==> src/verilog/upc_pkg.sv <==
`default_nettype none
package upc_pkg;
    // register offsets (byte addresses, one word each)
    localparam logic [7:0] OFS_PARAM_ONE_HIGH   = 8'h00;
    localparam logic [7:0] OFS_PARAM_ONE_LOW    = 8'h04;
    localparam logic [7:0] OFS_PARAM_TWO_HIGH   = 8'h08;
    localparam logic [7:0] OFS_PARAM_TWO_LOW    = 8'h0C;
    localparam logic [7:0] OFS_PARAM_THREE_HIGH = 8'h10;
    localparam logic [7:0] OFS_PARAM_THREE_LOW  = 8'h14;
    localparam logic [7:0] OFS_TX_CHECKSUM      = 8'h18;
    localparam logic [7:0] OFS_RX_CHECKSUM      = 8'h1C;
    localparam logic [7:0] OFS_LINE_CONFIG      = 8'h20;
    localparam logic [7:0] OFS_MODE             = 8'h24;
    localparam logic [7:0] OFS_STATUS           = 8'h28;

    // line_config_control field positions
    localparam int POS_FLOW_CONTROL      = 0;
    localparam int POS_TRANSMIT_POLARITY = 2;
    localparam int POS_CHECKSUM_ENABLE   = 3;
    localparam int POS_STOP_MODE         = 4;
    localparam int POS_RECEIVE_POLARITY  = 6;
    localparam int POS_RUN_OVERFLOW      = 7;
    // status register field positions
    localparam int POS_TX_WRITE_ERROR    = 0;
    localparam int POS_ADDR_MATCH        = 1;

    localparam logic [7:0] RST_BYTE       = 8'h00;
    localparam logic [8:0] RST_PARAM      = 9'h000;
    localparam logic [3:0] RST_MODE       = 4'h0;

    // operating mode codes
    localparam logic [3:0] MODE_ASYNC_8   = 4'h0;
    localparam logic [3:0] MODE_ADDRESS   = 4'h4;
    localparam logic [3:0] MODE_DALI      = 4'h8;
    localparam logic [3:0] MODE_LIN_RESP  = 4'hB;
    localparam logic [3:0] MODE_LIN_CTRL  = 4'hC;
    localparam logic [3:0] MODE_DMX       = 4'hA;

    typedef struct packed {
        logic        psel;
        logic        penable;
        logic        pwrite;
        logic [7:0]  paddr;
        logic [31:0] pwdata;
    } upc_apb_req_s;

    typedef struct packed {
        logic        pready;
        logic        pslverr;
        logic [31:0] prdata;
    } upc_apb_rsp_s;

    // byte event from the transmit or receive path
    typedef struct packed {
        logic       valid;
        logic       is_pid;
        logic       is_break;
        logic [7:0] data;
    } upc_byte_s;

    typedef struct packed {
        logic       run_overflow;
        logic       receive_polarity;
        logic [1:0] stop_mode;
        logic       checksum_enable;
        logic       transmit_polarity;
        logic [1:0] flow_control;
    } upc_cfg_s;

    typedef struct packed {
        logic [8:0] param_two;
        logic [8:0] param_three;
        logic       dmx_slot_keep;
        logic       dali_idle_ok;
        logic [7:0] lin_tx_count;
        logic [7:0] lin_rx_count;
        logic       addr_match;
    } upc_proto_s;
endpackage : upc_pkg
`default_nettype wire

==> src/verilog/upc_regs.sv <==
// Function
// - param two is 9 bits; bit 8 at high byte bit 0, rest reads zero
// - param three is 9 bits; bit 8 at high byte bit 0
// - DMX mode: param two is first kept slot address
// - DMX mode: param three is last kept slot address
// - DALI mode: param two is idle threshold in half-bit periods
// - LIN responder: param two low byte counts bytes to transmit
// - LIN responder: param three low byte counts bytes to receive
// - address mode: match when (addr xor p2 low) and p3 low is zero
// - LIN with checksum enable: tx sum includes protected identifier
// - LIN without checksum enable: tx sum excludes protected identifier
// - other modes, enable set: sum tx bytes since clear; else unused
// - receive checksum computed the same way over received bytes
// - line config: run overflow, rx pol, stop mode, csum en, tx pol, flow
// - checksums and parameter bytes read/write, reset to zero
// - LIN responder: tx write error if p2 zero or too many writes
`default_nettype none
module upc_regs (
    input  wire logic                  clk,
    input  wire logic                  rst,
    input  wire upc_pkg::upc_apb_req_s apb_req,
    output      upc_pkg::upc_apb_rsp_s apb_rsp,
    input  wire upc_pkg::upc_byte_s    tx_byte,
    input  wire upc_pkg::upc_byte_s    rx_byte,
    input  wire logic [8:0]            dmx_slot,
    input  wire logic [8:0]            idle_half_bits,
    output      upc_pkg::upc_cfg_s     cfg,
    output      upc_pkg::upc_proto_s   proto,
    output      logic [3:0]            mode,
    output      logic                  tx_write_error
);
    import upc_pkg::*;

    typedef struct packed {
        upc_apb_rsp_s rsp;
        logic [8:0]   param_one;
        logic [8:0]   param_two;
        logic [8:0]   param_three;
        logic [7:0]   tx_checksum;
        logic [7:0]   rx_checksum;
        upc_cfg_s     cfg;
        logic [3:0]   mode;
        logic         tx_write_error;
        logic [7:0]   tx_written;
        upc_proto_s   proto;
    } upc_state_s;

    upc_state_s st;
    upc_state_s next_st;

    logic       wr_en;
    logic       rd_en;
    logic       is_lin;
    logic [7:0] wbyte;
    logic [7:0] rdata;
    logic       mapped;

    assign apb_rsp        = st.rsp;
    assign cfg            = st.cfg;
    assign proto          = st.proto;
    assign mode           = st.mode;
    assign tx_write_error = st.tx_write_error;

    assign wr_en  = apb_req.psel & apb_req.penable & apb_req.pwrite
                  & ~st.rsp.pready;
    assign rd_en  = apb_req.psel & apb_req.penable & ~apb_req.pwrite
                  & ~st.rsp.pready;
    assign wbyte  = apb_req.pwdata[7:0];
    assign is_lin = (st.mode == MODE_LIN_RESP) | (st.mode == MODE_LIN_CTRL);

    // read mux
    always_comb begin
        mapped = 1'b1;
        rdata  = 8'h00;
        unique case (apb_req.paddr)
            OFS_PARAM_ONE_HIGH:   rdata = {7'h00, st.param_one[8]};
            OFS_PARAM_ONE_LOW:    rdata = st.param_one[7:0];
            OFS_PARAM_TWO_HIGH:   rdata = {7'h00, st.param_two[8]};
            OFS_PARAM_TWO_LOW:    rdata = st.param_two[7:0];
            OFS_PARAM_THREE_HIGH: rdata = {7'h00, st.param_three[8]};
            OFS_PARAM_THREE_LOW:  rdata = st.param_three[7:0];
            OFS_TX_CHECKSUM:      rdata = st.tx_checksum;
            OFS_RX_CHECKSUM:      rdata = st.rx_checksum;
            OFS_LINE_CONFIG:      rdata = st.cfg;
            OFS_MODE:             rdata = {4'h0, st.mode};
            OFS_STATUS:           rdata = {6'h00, st.proto.addr_match,
                                           st.tx_write_error};
            default:              mapped = 1'b0;
        endcase
    end

    always_comb begin
        next_st = st;
        next_st.rsp.pready  = 1'b0;
        next_st.rsp.pslverr = 1'b0;
        next_st.rsp.prdata  = 32'h0000_0000;
        if (wr_en | rd_en) begin
            next_st.rsp.pready  = 1'b1;
            next_st.rsp.pslverr = ~mapped;
            next_st.rsp.prdata  = {24'h000000, rdata};
        end

        // checksum accumulation, modulo 256
        if (tx_byte.valid) begin
            // include PID only per enable in LIN
            if (is_lin ? (st.cfg.checksum_enable | ~tx_byte.is_pid)
                       : st.cfg.checksum_enable) begin
                next_st.tx_checksum = st.tx_checksum + tx_byte.data;
            end
        end
        if (rx_byte.valid) begin
            if (is_lin ? (st.cfg.checksum_enable | ~rx_byte.is_pid)
                       : st.cfg.checksum_enable) begin
                next_st.rx_checksum = st.rx_checksum + rx_byte.data;
            end
        end

        // responder byte count restarts at break
        if (tx_byte.is_break) begin
            next_st.tx_written = 8'h00;
        end

        if (wr_en) begin
            unique case (apb_req.paddr)
                OFS_PARAM_ONE_HIGH:   next_st.param_one[8]   = wbyte[0];
                OFS_PARAM_ONE_LOW:    next_st.param_one[7:0] = wbyte;
                OFS_PARAM_TWO_HIGH:   next_st.param_two[8]   = wbyte[0];
                OFS_PARAM_TWO_LOW:    next_st.param_two[7:0] = wbyte;
                OFS_PARAM_THREE_HIGH: next_st.param_three[8] = wbyte[0];
                OFS_PARAM_THREE_LOW:  next_st.param_three[7:0] = wbyte;
                OFS_TX_CHECKSUM:      next_st.tx_checksum = wbyte;
                OFS_RX_CHECKSUM:      next_st.rx_checksum = wbyte;
                OFS_LINE_CONFIG:      next_st.cfg = wbyte;
                OFS_MODE:             next_st.mode = wbyte[3:0];
                // write one to clear the error flag
                OFS_STATUS: begin
                    if (wbyte[POS_TX_WRITE_ERROR]) begin
                        next_st.tx_write_error = 1'b0;
                    end
                end
                default: ;
            endcase
        end

        // error set wins over the clear
        if (tx_byte.valid & ~tx_byte.is_pid
            & (st.mode == MODE_LIN_RESP)) begin
            if ((st.param_two[7:0] == 8'h00)
                || (st.tx_written >= st.param_two[7:0])) begin
                next_st.tx_write_error = 1'b1;
            end
            if (st.tx_written != 8'hFF) begin
                next_st.tx_written = st.tx_written + 8'h01;
            end
        end

        // protocol outputs zero outside their modes
        next_st.proto = '0;
        if ((st.mode == MODE_DMX) || (st.mode == MODE_DALI)) begin
            next_st.proto.param_two = st.param_two;
        end
        if (st.mode == MODE_DMX) begin
            next_st.proto.param_three = st.param_three;
            next_st.proto.dmx_slot_keep = (dmx_slot >= st.param_two)
                                        && (dmx_slot <= st.param_three);
        end
        if (st.mode == MODE_DALI) begin
            next_st.proto.dali_idle_ok = (idle_half_bits >= st.param_two);
        end
        if (st.mode == MODE_LIN_RESP) begin
            next_st.proto.lin_tx_count = st.param_two[7:0];
            next_st.proto.lin_rx_count = st.param_three[7:0];
        end
        if ((st.mode == MODE_ADDRESS) && rx_byte.valid) begin
            next_st.proto.addr_match = (((rx_byte.data
                ^ st.param_two[7:0]) & st.param_three[7:0]) == 8'h00);
        end else if (st.mode == MODE_ADDRESS) begin
            next_st.proto.addr_match = st.proto.addr_match;
        end
    end

    always_ff @(posedge clk or posedge rst) begin
        if (rst) begin
            st <= '0;
        end else begin
            st <= next_st;
        end
    end

    addr_match_a: assert property (
        @(posedge clk) disable iff (rst)
        (st.mode == MODE_ADDRESS && rx_byte.valid
         && (((rx_byte.data ^ st.param_two[7:0]) & st.param_three[7:0])
             == 8'h00)) |=> proto.addr_match)
        else $error("address match missed");

    lin_tx_sum_a: assert property (
        @(posedge clk) disable iff (rst)
        (is_lin && st.cfg.checksum_enable && tx_byte.valid && !wr_en)
        |=> st.tx_checksum == $past(st.tx_checksum) + $past(tx_byte.data))
        else $error("tx checksum not accumulated");

    lin_pid_skip_a: assert property (
        @(posedge clk) disable iff (rst)
        (is_lin && !st.cfg.checksum_enable && tx_byte.valid
         && tx_byte.is_pid && !wr_en) |=> $stable(st.tx_checksum))
        else $error("pid summed while excluded");

    tx_sum_off_a: assert property (
        @(posedge clk) disable iff (rst)
        (!is_lin && !st.cfg.checksum_enable && !wr_en)
        |=> $stable(st.tx_checksum))
        else $error("tx checksum moved while disabled");

    rx_sum_a: assert property (
        @(posedge clk) disable iff (rst)
        (!is_lin && st.cfg.checksum_enable && rx_byte.valid && !wr_en)
        |=> st.rx_checksum == $past(st.rx_checksum) + $past(rx_byte.data))
        else $error("rx checksum not accumulated");

    tx_wr_err_a: assert property (
        @(posedge clk) disable iff (rst)
        (st.mode == MODE_LIN_RESP && tx_byte.valid && !tx_byte.is_pid
         && st.param_two[7:0] == 8'h00) |=> tx_write_error)
        else $error("write error not flagged");

    lin_counts_a: assert property (
        @(posedge clk) disable iff (rst)
        (st.mode == MODE_LIN_RESP) ##1 (st.mode == MODE_LIN_RESP)
        |-> proto.lin_tx_count == $past(st.param_two[7:0]))
        else $error("lin tx count wrong");

    unused_param_a: assert property (
        @(posedge clk) disable iff (rst)
        (st.mode == MODE_ASYNC_8) |=> (proto.param_two == 9'h000
         && proto.lin_tx_count == 8'h00))
        else $error("unused parameter leaked");

    // APB answer one cycle after access
    apb_answer_a: assert property (
        @(posedge clk) disable iff (rst)
        (apb_req.psel && apb_req.penable && !apb_rsp.pready)
        |=> apb_rsp.pready)
        else $error("apb answer late");

    p2_high_read_a: assert property (
        @(posedge clk) disable iff (rst)
        (rd_en && apb_req.paddr == OFS_PARAM_TWO_HIGH)
        |=> apb_rsp.prdata == {31'h0, $past(st.param_two[8])})
        else $error("param two high byte wrong");

    p3_high_read_a: assert property (
        @(posedge clk) disable iff (rst)
        (rd_en && apb_req.paddr == OFS_PARAM_THREE_HIGH)
        |=> apb_rsp.prdata == {31'h0, $past(st.param_three[8])})
        else $error("param three high byte wrong");

    dmx_first_slot_a: assert property (
        @(posedge clk) disable iff (rst)
        (st.mode == MODE_DMX && dmx_slot < st.param_two)
        |=> !proto.dmx_slot_keep)
        else $error("slot before block kept");

    dmx_last_slot_a: assert property (
        @(posedge clk) disable iff (rst)
        (st.mode == MODE_DMX && dmx_slot > st.param_three)
        |=> !proto.dmx_slot_keep)
        else $error("slot after block kept");

    dali_idle_a: assert property (
        @(posedge clk) disable iff (rst)
        (st.mode == MODE_DALI && idle_half_bits >= st.param_two)
        |=> proto.dali_idle_ok)
        else $error("idle threshold missed");

    lin_rx_count_a: assert property (
        @(posedge clk) disable iff (rst)
        (st.mode == MODE_LIN_RESP) ##1 (st.mode == MODE_LIN_RESP)
        |-> proto.lin_rx_count == $past(st.param_three[7:0]))
        else $error("lin rx count wrong");

    addr_miss_a: assert property (
        @(posedge clk) disable iff (rst)
        (st.mode == MODE_ADDRESS && rx_byte.valid && (((rx_byte.data
         ^ st.param_two[7:0]) & st.param_three[7:0]) != 8'h00))
        |=> !proto.addr_match)
        else $error("address mismatch accepted");

    lin_rx_sum_a: assert property (
        @(posedge clk) disable iff (rst)
        (is_lin && st.cfg.checksum_enable && rx_byte.valid && !wr_en)
        |=> st.rx_checksum == $past(st.rx_checksum) + $past(rx_byte.data))
        else $error("lin rx checksum not accumulated");

    rx_pid_skip_a: assert property (
        @(posedge clk) disable iff (rst)
        (is_lin && !st.cfg.checksum_enable && rx_byte.valid
         && rx_byte.is_pid && !wr_en) |=> $stable(st.rx_checksum))
        else $error("rx pid summed while excluded");

    cfg_fields_a: assert property (
        @(posedge clk) disable iff (rst)
        (wr_en && apb_req.paddr == OFS_LINE_CONFIG)
        |=> (cfg.stop_mode == $past(apb_req.pwdata[POS_STOP_MODE +: 2])
             && cfg.checksum_enable
                == $past(apb_req.pwdata[POS_CHECKSUM_ENABLE])))
        else $error("config field misplaced");

    reset_zero_a: assert property (
        @(posedge clk) $fell(rst) |-> (st.param_two == RST_PARAM
         && st.param_three == RST_PARAM && st.tx_checksum == RST_BYTE
         && st.rx_checksum == RST_BYTE && st.mode == RST_MODE))
        else $error("register not cleared by reset");

    tx_sum_load_a: assert property (
        @(posedge clk) disable iff (rst)
        (wr_en && apb_req.paddr == OFS_TX_CHECKSUM)
        |=> st.tx_checksum == $past(apb_req.pwdata[7:0]))
        else $error("tx checksum write lost");

    rx_sum_load_a: assert property (
        @(posedge clk) disable iff (rst)
        (wr_en && apb_req.paddr == OFS_RX_CHECKSUM)
        |=> st.rx_checksum == $past(apb_req.pwdata[7:0]))
        else $error("rx checksum write lost");

    tx_over_count_a: assert property (
        @(posedge clk) disable iff (rst)
        (st.mode == MODE_LIN_RESP && tx_byte.valid && !tx_byte.is_pid
         && st.tx_written >= st.param_two[7:0]) |=> tx_write_error)
        else $error("excess write not flagged");

    tx_err_hold_a: assert property (
        @(posedge clk) disable iff (rst)
        (tx_write_error && !(wr_en && apb_req.paddr == OFS_STATUS
         && apb_req.pwdata[POS_TX_WRITE_ERROR])) |=> tx_write_error)
        else $error("write error dropped");

    dali_unused_a: assert property (
        @(posedge clk) disable iff (rst)
        (st.mode == MODE_DALI) |=> (proto.param_three == 9'h000
         && !proto.dmx_slot_keep && proto.lin_rx_count == 8'h00))
        else $error("unused parameter leaked in dali");
endmodule : upc_regs
`default_nettype wire
==> config.mk <==
export PLATFORM = sky130hd
export DESIGN_NAME = upc_regs
export DESIGN_NICKNAME = d
export VERILOG_FILES = /design/src/verilog/upc_pkg.sv /design/src/verilog/upc_regs.sv
export SDC_FILE = /design/constraint.sdc
export NUM_CORES = 1
export LEC_CHECK = 0
export BUFFER_PORTS_ARGS = -buffer_cell sky130_fd_sc_hd__buf_2
export CAP_MARGIN = 20
export CORE_UTILIZATION = 56
export CTS_BUF_LIST = sky130_fd_sc_hd__clkbuf_8
export CTS_CLUSTER_DIAMETER = 150
export DETAILED_ROUTE_END_ITERATION = 10
export PLACE_DENSITY = 0.83
export SYNTH_ARGS = -nofsm -noshare
export SYNTH_HDL_FRONTEND = slang
export SYNTH_SLANG_ARGS = --single-unit
export TNS_END_PERCENT = 30
==> constraint.sdc <==
create_clock -name clk -period 3.38 [get_ports clk]
set_input_delay 0.169 -clock clk [delete_from_list [all_inputs] [get_ports clk]]
set_output_delay 0.169 -clock clk [all_outputs]
set_load 0.03 [all_outputs]
# Yosys cells after proc, flatten, opt, wreduce, memory -nomap -nowiden
# Index checks and enable logic that the tools add are counted.
# W data, S select, Z words.
# word_totals
regBits	135
out_inout_bits	84
inputBits	85
elab_cells	111
# op_classes
eq_ne	17
n_addsub	3
n_reduce_logical	16
mux	26
bitwise	18
n_lt_le_gt_ge	4
# op_table
op	count
$pmux W8 S11	1
$mux W8	9
$mux W34	1
$eq A8 B5 Y1 const B	4
$mux W29	1
$eq A8 B6 Y1 const B	3
$logic_not A8 Y1	3
$ge A9 B9 Y1	2
$mux W9	2
$add A8 B8 Y8	2
$eq A4 B4 Y1 const B	4
$eq A8 B4 Y1 const B	2
$mux W16	1
$reduce_and A2 Y1	8
$reduce_or A11 Y1	1
$mux W10	1
$le A9 B9 Y1	1
$mux W1	9
$add A8 B1 Y8 const B	1
$and A8 B8 Y8	1
$eq A8 B3 Y1 const B	1
$ge A8 B8 Y1	1
$ne A8 B8 Y1 const B	1
$xor A8 B8 Y8	1
other kinds (8)	23

# Longest topological paths before layout
# logic_depth
word_depth	9
ltp_mapped	9
ltp_nobuf	9

# Worst setup path after synthesis
# No wires, ideal clock.
# synth_path
kind	register to register
startpoint	register st[59] in the netlist's numbering
endpoint	register st[65] in the netlist's numbering
n_path_buf	0
path_stages_with_launch	8
t_arrival_ns	1.819
setup_ns	0.132
setup_slack_ns	1.429
period_less_slack_ns	1.951
t_required_ns	3.248
cell_sequence	dfrtp_1 -> ha_1 -> a211oi_2 -> o21bai_1 -> and3_1 -> o41ai_1 -> xor2_1 -> a21oi_1
# synth_rtl
element	line	rtl
from (decl)	upc_regs.sv:48	upc_state_s st;
from (signal assigned)	upc_regs.sv:186	st <= next_st;

==> impl_metrics.toml <==
[run_status]
status = "finished clean"

[worst_hold_path]
hold_depth = 3
holdPathEnd = "apb_rsp[32]"
holdCritStartpoint = "apb_req[41]"
hold_path_class = "in2reg"

[clock_tree]
clkLatencyLatePin_ns = 0.38
clockBufferDepth = 2
numCtsBuffers = 9
cts.sinks = 111
cts_tree = "built"
htreeDepth = 3
cts_setup_buffers = 0
cts_resized = 0
clk_pin_slew_ns = 0.10
holdBufCountCts = 0
cts_root_buffer = "clkbuf_8"

[floorplanning]
io_pins = 169
start_util_pct = 57.8
rows = 40
core_sq_um = 12100
dieArea_sq_um = 12900
die_x_microns = 114
die_h_microns = 114

[final_layout]
final_common_cell = "buf_2"
stdcell_area_sq_um = 7500
drive_gt1_share_pct = 23.1
nets = 924
area_growth_pct = 7.17
final_cell_mix = "buf_2, dfrtp_1, nand2_1, ha_1, o21ai_0"
n_antenna_cell = 0
n_fill_cell = 1030

[global_routing]
globalRouteOverflowTotal = 0
grt_pass1_vias = 4955
grtUsageTotal_pct = 27.1
grt_max_degree = 85
antenna_found_initial = 0
grt_pass1_wl_microns = 26400

[power]
p_leak_nw = 3.87
irDropWorstVdd_mv = 0.176
powerDensity_nw_per_um2 = 363

[route]
routedWlPerCell_microns = 17.8
avgViaCountPerCell = 5.69
dr_total_vias = 5465
drtIter0Drc = 494
drc = 0
first_pass_iters = 5
antenna_left = 0
drt_wl_total_microns = 17100

[logic_synthesis]
synth.yosys.seq_area_share_pct = 39.7
synthCells = 727
syn_area_sq_um = 7000
synth.distinct_cells = 59
synthFlopType = "dfrtp_1"
yosys-top-cells-area = "dfrtp_1, ha_1, buf_4"
synth_top_area_share_pct = 39.7
ys_ff_latch = 111
postSynthAreaPerCell_sq_um = 9.63
synth_area_leader_cell = "dfrtp_1"
synth_edf_count = 0
async_flop_share_pct = 100
yosysWarnings = 0

[setup_path]
cp.required_ns = 3.69
worstSetupPathType = "reg2reg"
r2r-end = "st[73]"
path_buf_inv = 0
start_kind = "flip-flop"
cp_max_fo = 16
cpLargestDelayFamily = "compound AO/OA/AOI/OAI gates"
r2r-start = "mode[1]"
cp-end-kind = "flip-flop"
cp.arrival_ns = 2.65
r2r_cells = 6
slowest_delay_ns = 0.67
cpMaxStageDelayCell = "dfrtp_1"
crit_path_cell_trace = "and4b_1 -> o21bai_1 -> a22o_1 -> o41ai_1 -> xor2_1 -> a21oi_1"
startpoint = "mode[1]"
r2r_slack_ns = 1.04

[sta]
hold_violations = 0
setup_tns_ns = 0
rsz0062_at_grt = "no"
period_minus_slack_ns = 2.34
slew_violations = 0
fin_skew_ns = 0.00660
fin_crit_sh_pct = 69.3
slew_headroom_pct = 60.2
worst_pin_slew_ns = 0.594
setup_viol = 0
max_freq_ghz = 0.427

[place]
port_buffers = 119
placed_area_sq_um = 7230
hpwl_microns = 12800
place.gp.congestion = 0.969

[flow_run]
maxCapViolations = 0
[cells in the mapped netlist (all sizes together) (3+ instances only)]
| cell | n |
|---|---|
| nand2b | 7 |
| dfrtp | 111 |
| xor2 | 3 |
| nor2b | 12 |
| o31ai | 5 |
| a21o | 11 |
| clkbuf | 7 |
| o22ai | 8 |
| nor3 | 11 |
| ha | 50 |
| nand3 | 22 |
| o21a | 4 |
| o21ai | 48 |
| o211ai | 7 |
| and3 | 17 |
| nor4 | 7 |
| xnor2 | 10 |
| a31oi | 7 |
| a21oi | 33 |
| nand2 | 58 |
| o21bai | 5 |
| nor2 | 48 |
| mux2 | 25 |
| mux2i | 15 |
| inv | 29 |
| nand4 | 3 |
| a22oi | 11 |
| a211oi | 7 |
| and2 | 27 |
| a2111oi | 3 |
| a22o | 3 |
| buf | 93 |
[worst max-delay path by stage]
stage	to	slack (ns)	depth (start not counted)
floorplan	apb_rsp[0]	0.28	1
global placement	st[73]	1.15	6
detailed placement	st[73]	1.11	6
CTS	st[73]	1.07	6
global route	st[73]	0.89	6
finish	st[73]	1.04	6
[metrics by stage]
stage               util, %  hold WS (ns)  power [W]  setup WS, ns  instances
floorplan                 -         0.286    0.00172         0.280        750
global placement       59.7         0.434    0.00182          1.15        942
detailed placement     59.7         0.437    0.00184          1.11        942
CTS                    61.6        0.0270    0.00272          1.07        958
global route           61.9        0.0422    0.00284         0.892        960
finish                 61.9        0.0398    0.00272          1.04        960
[worst min-delay path: cells and delay by family]
kind,cells,cell delay [ns]
buffers and inverters,1,0.10
AND/OR/NAND/NOR,2,0.11
[routing by layer]
metal | global-route usage, % | up-vias | share of wire [%]
met2 | 43.8 | 235 | 48
met3 | 4.20 | 34 | 6.6
li1 | - | 2573 | -
met4 | 10.6 | 0 | 2.5
met1 | 36.8 | 2623 | 43
met5 | 0 | - | 0
[cell families after synthesis]
logic type / share of synthesized area, %
AND/OR/NAND/NOR: 16.7
AO/OA/AOI/OAI: 14.4
buffers and inverters: 11.5
flip-flops: 39.7
adder cells (fa/ha/maj): 9.51
multiplexers: 6.49
XOR/XNOR: 1.63
other: 0.0536
[report_power, final]
part           internal, W  leakage [nW]  switching [W]  total [W]
clock             0.000457         0.112       0.000448   0.000904
sequential         0.00136          1.47      0.0000397    0.00140
combinational     0.000158          2.29       0.000264   0.000422
[registers in the layout (all words and copies together) (netlist names)]
register and cells:
apb_rsp 10, cfg 8, mode 4, proto 37, st 51, tx_write_error 1
[cell type report]
type,instances,area (sq um),share of cell area (%)
Clock inverter,5,80.1,1.07
Tap cell,168,210,2.80
Sequential cell,111,2780,37.0
Clock buffer,11,151,2.02
Multi-Input combinational cell,510,3500,46.7
Timing Repair Buffer,126,671,8.94
Inverter,29,111,1.48
Power figures use the tool's default switching activity.
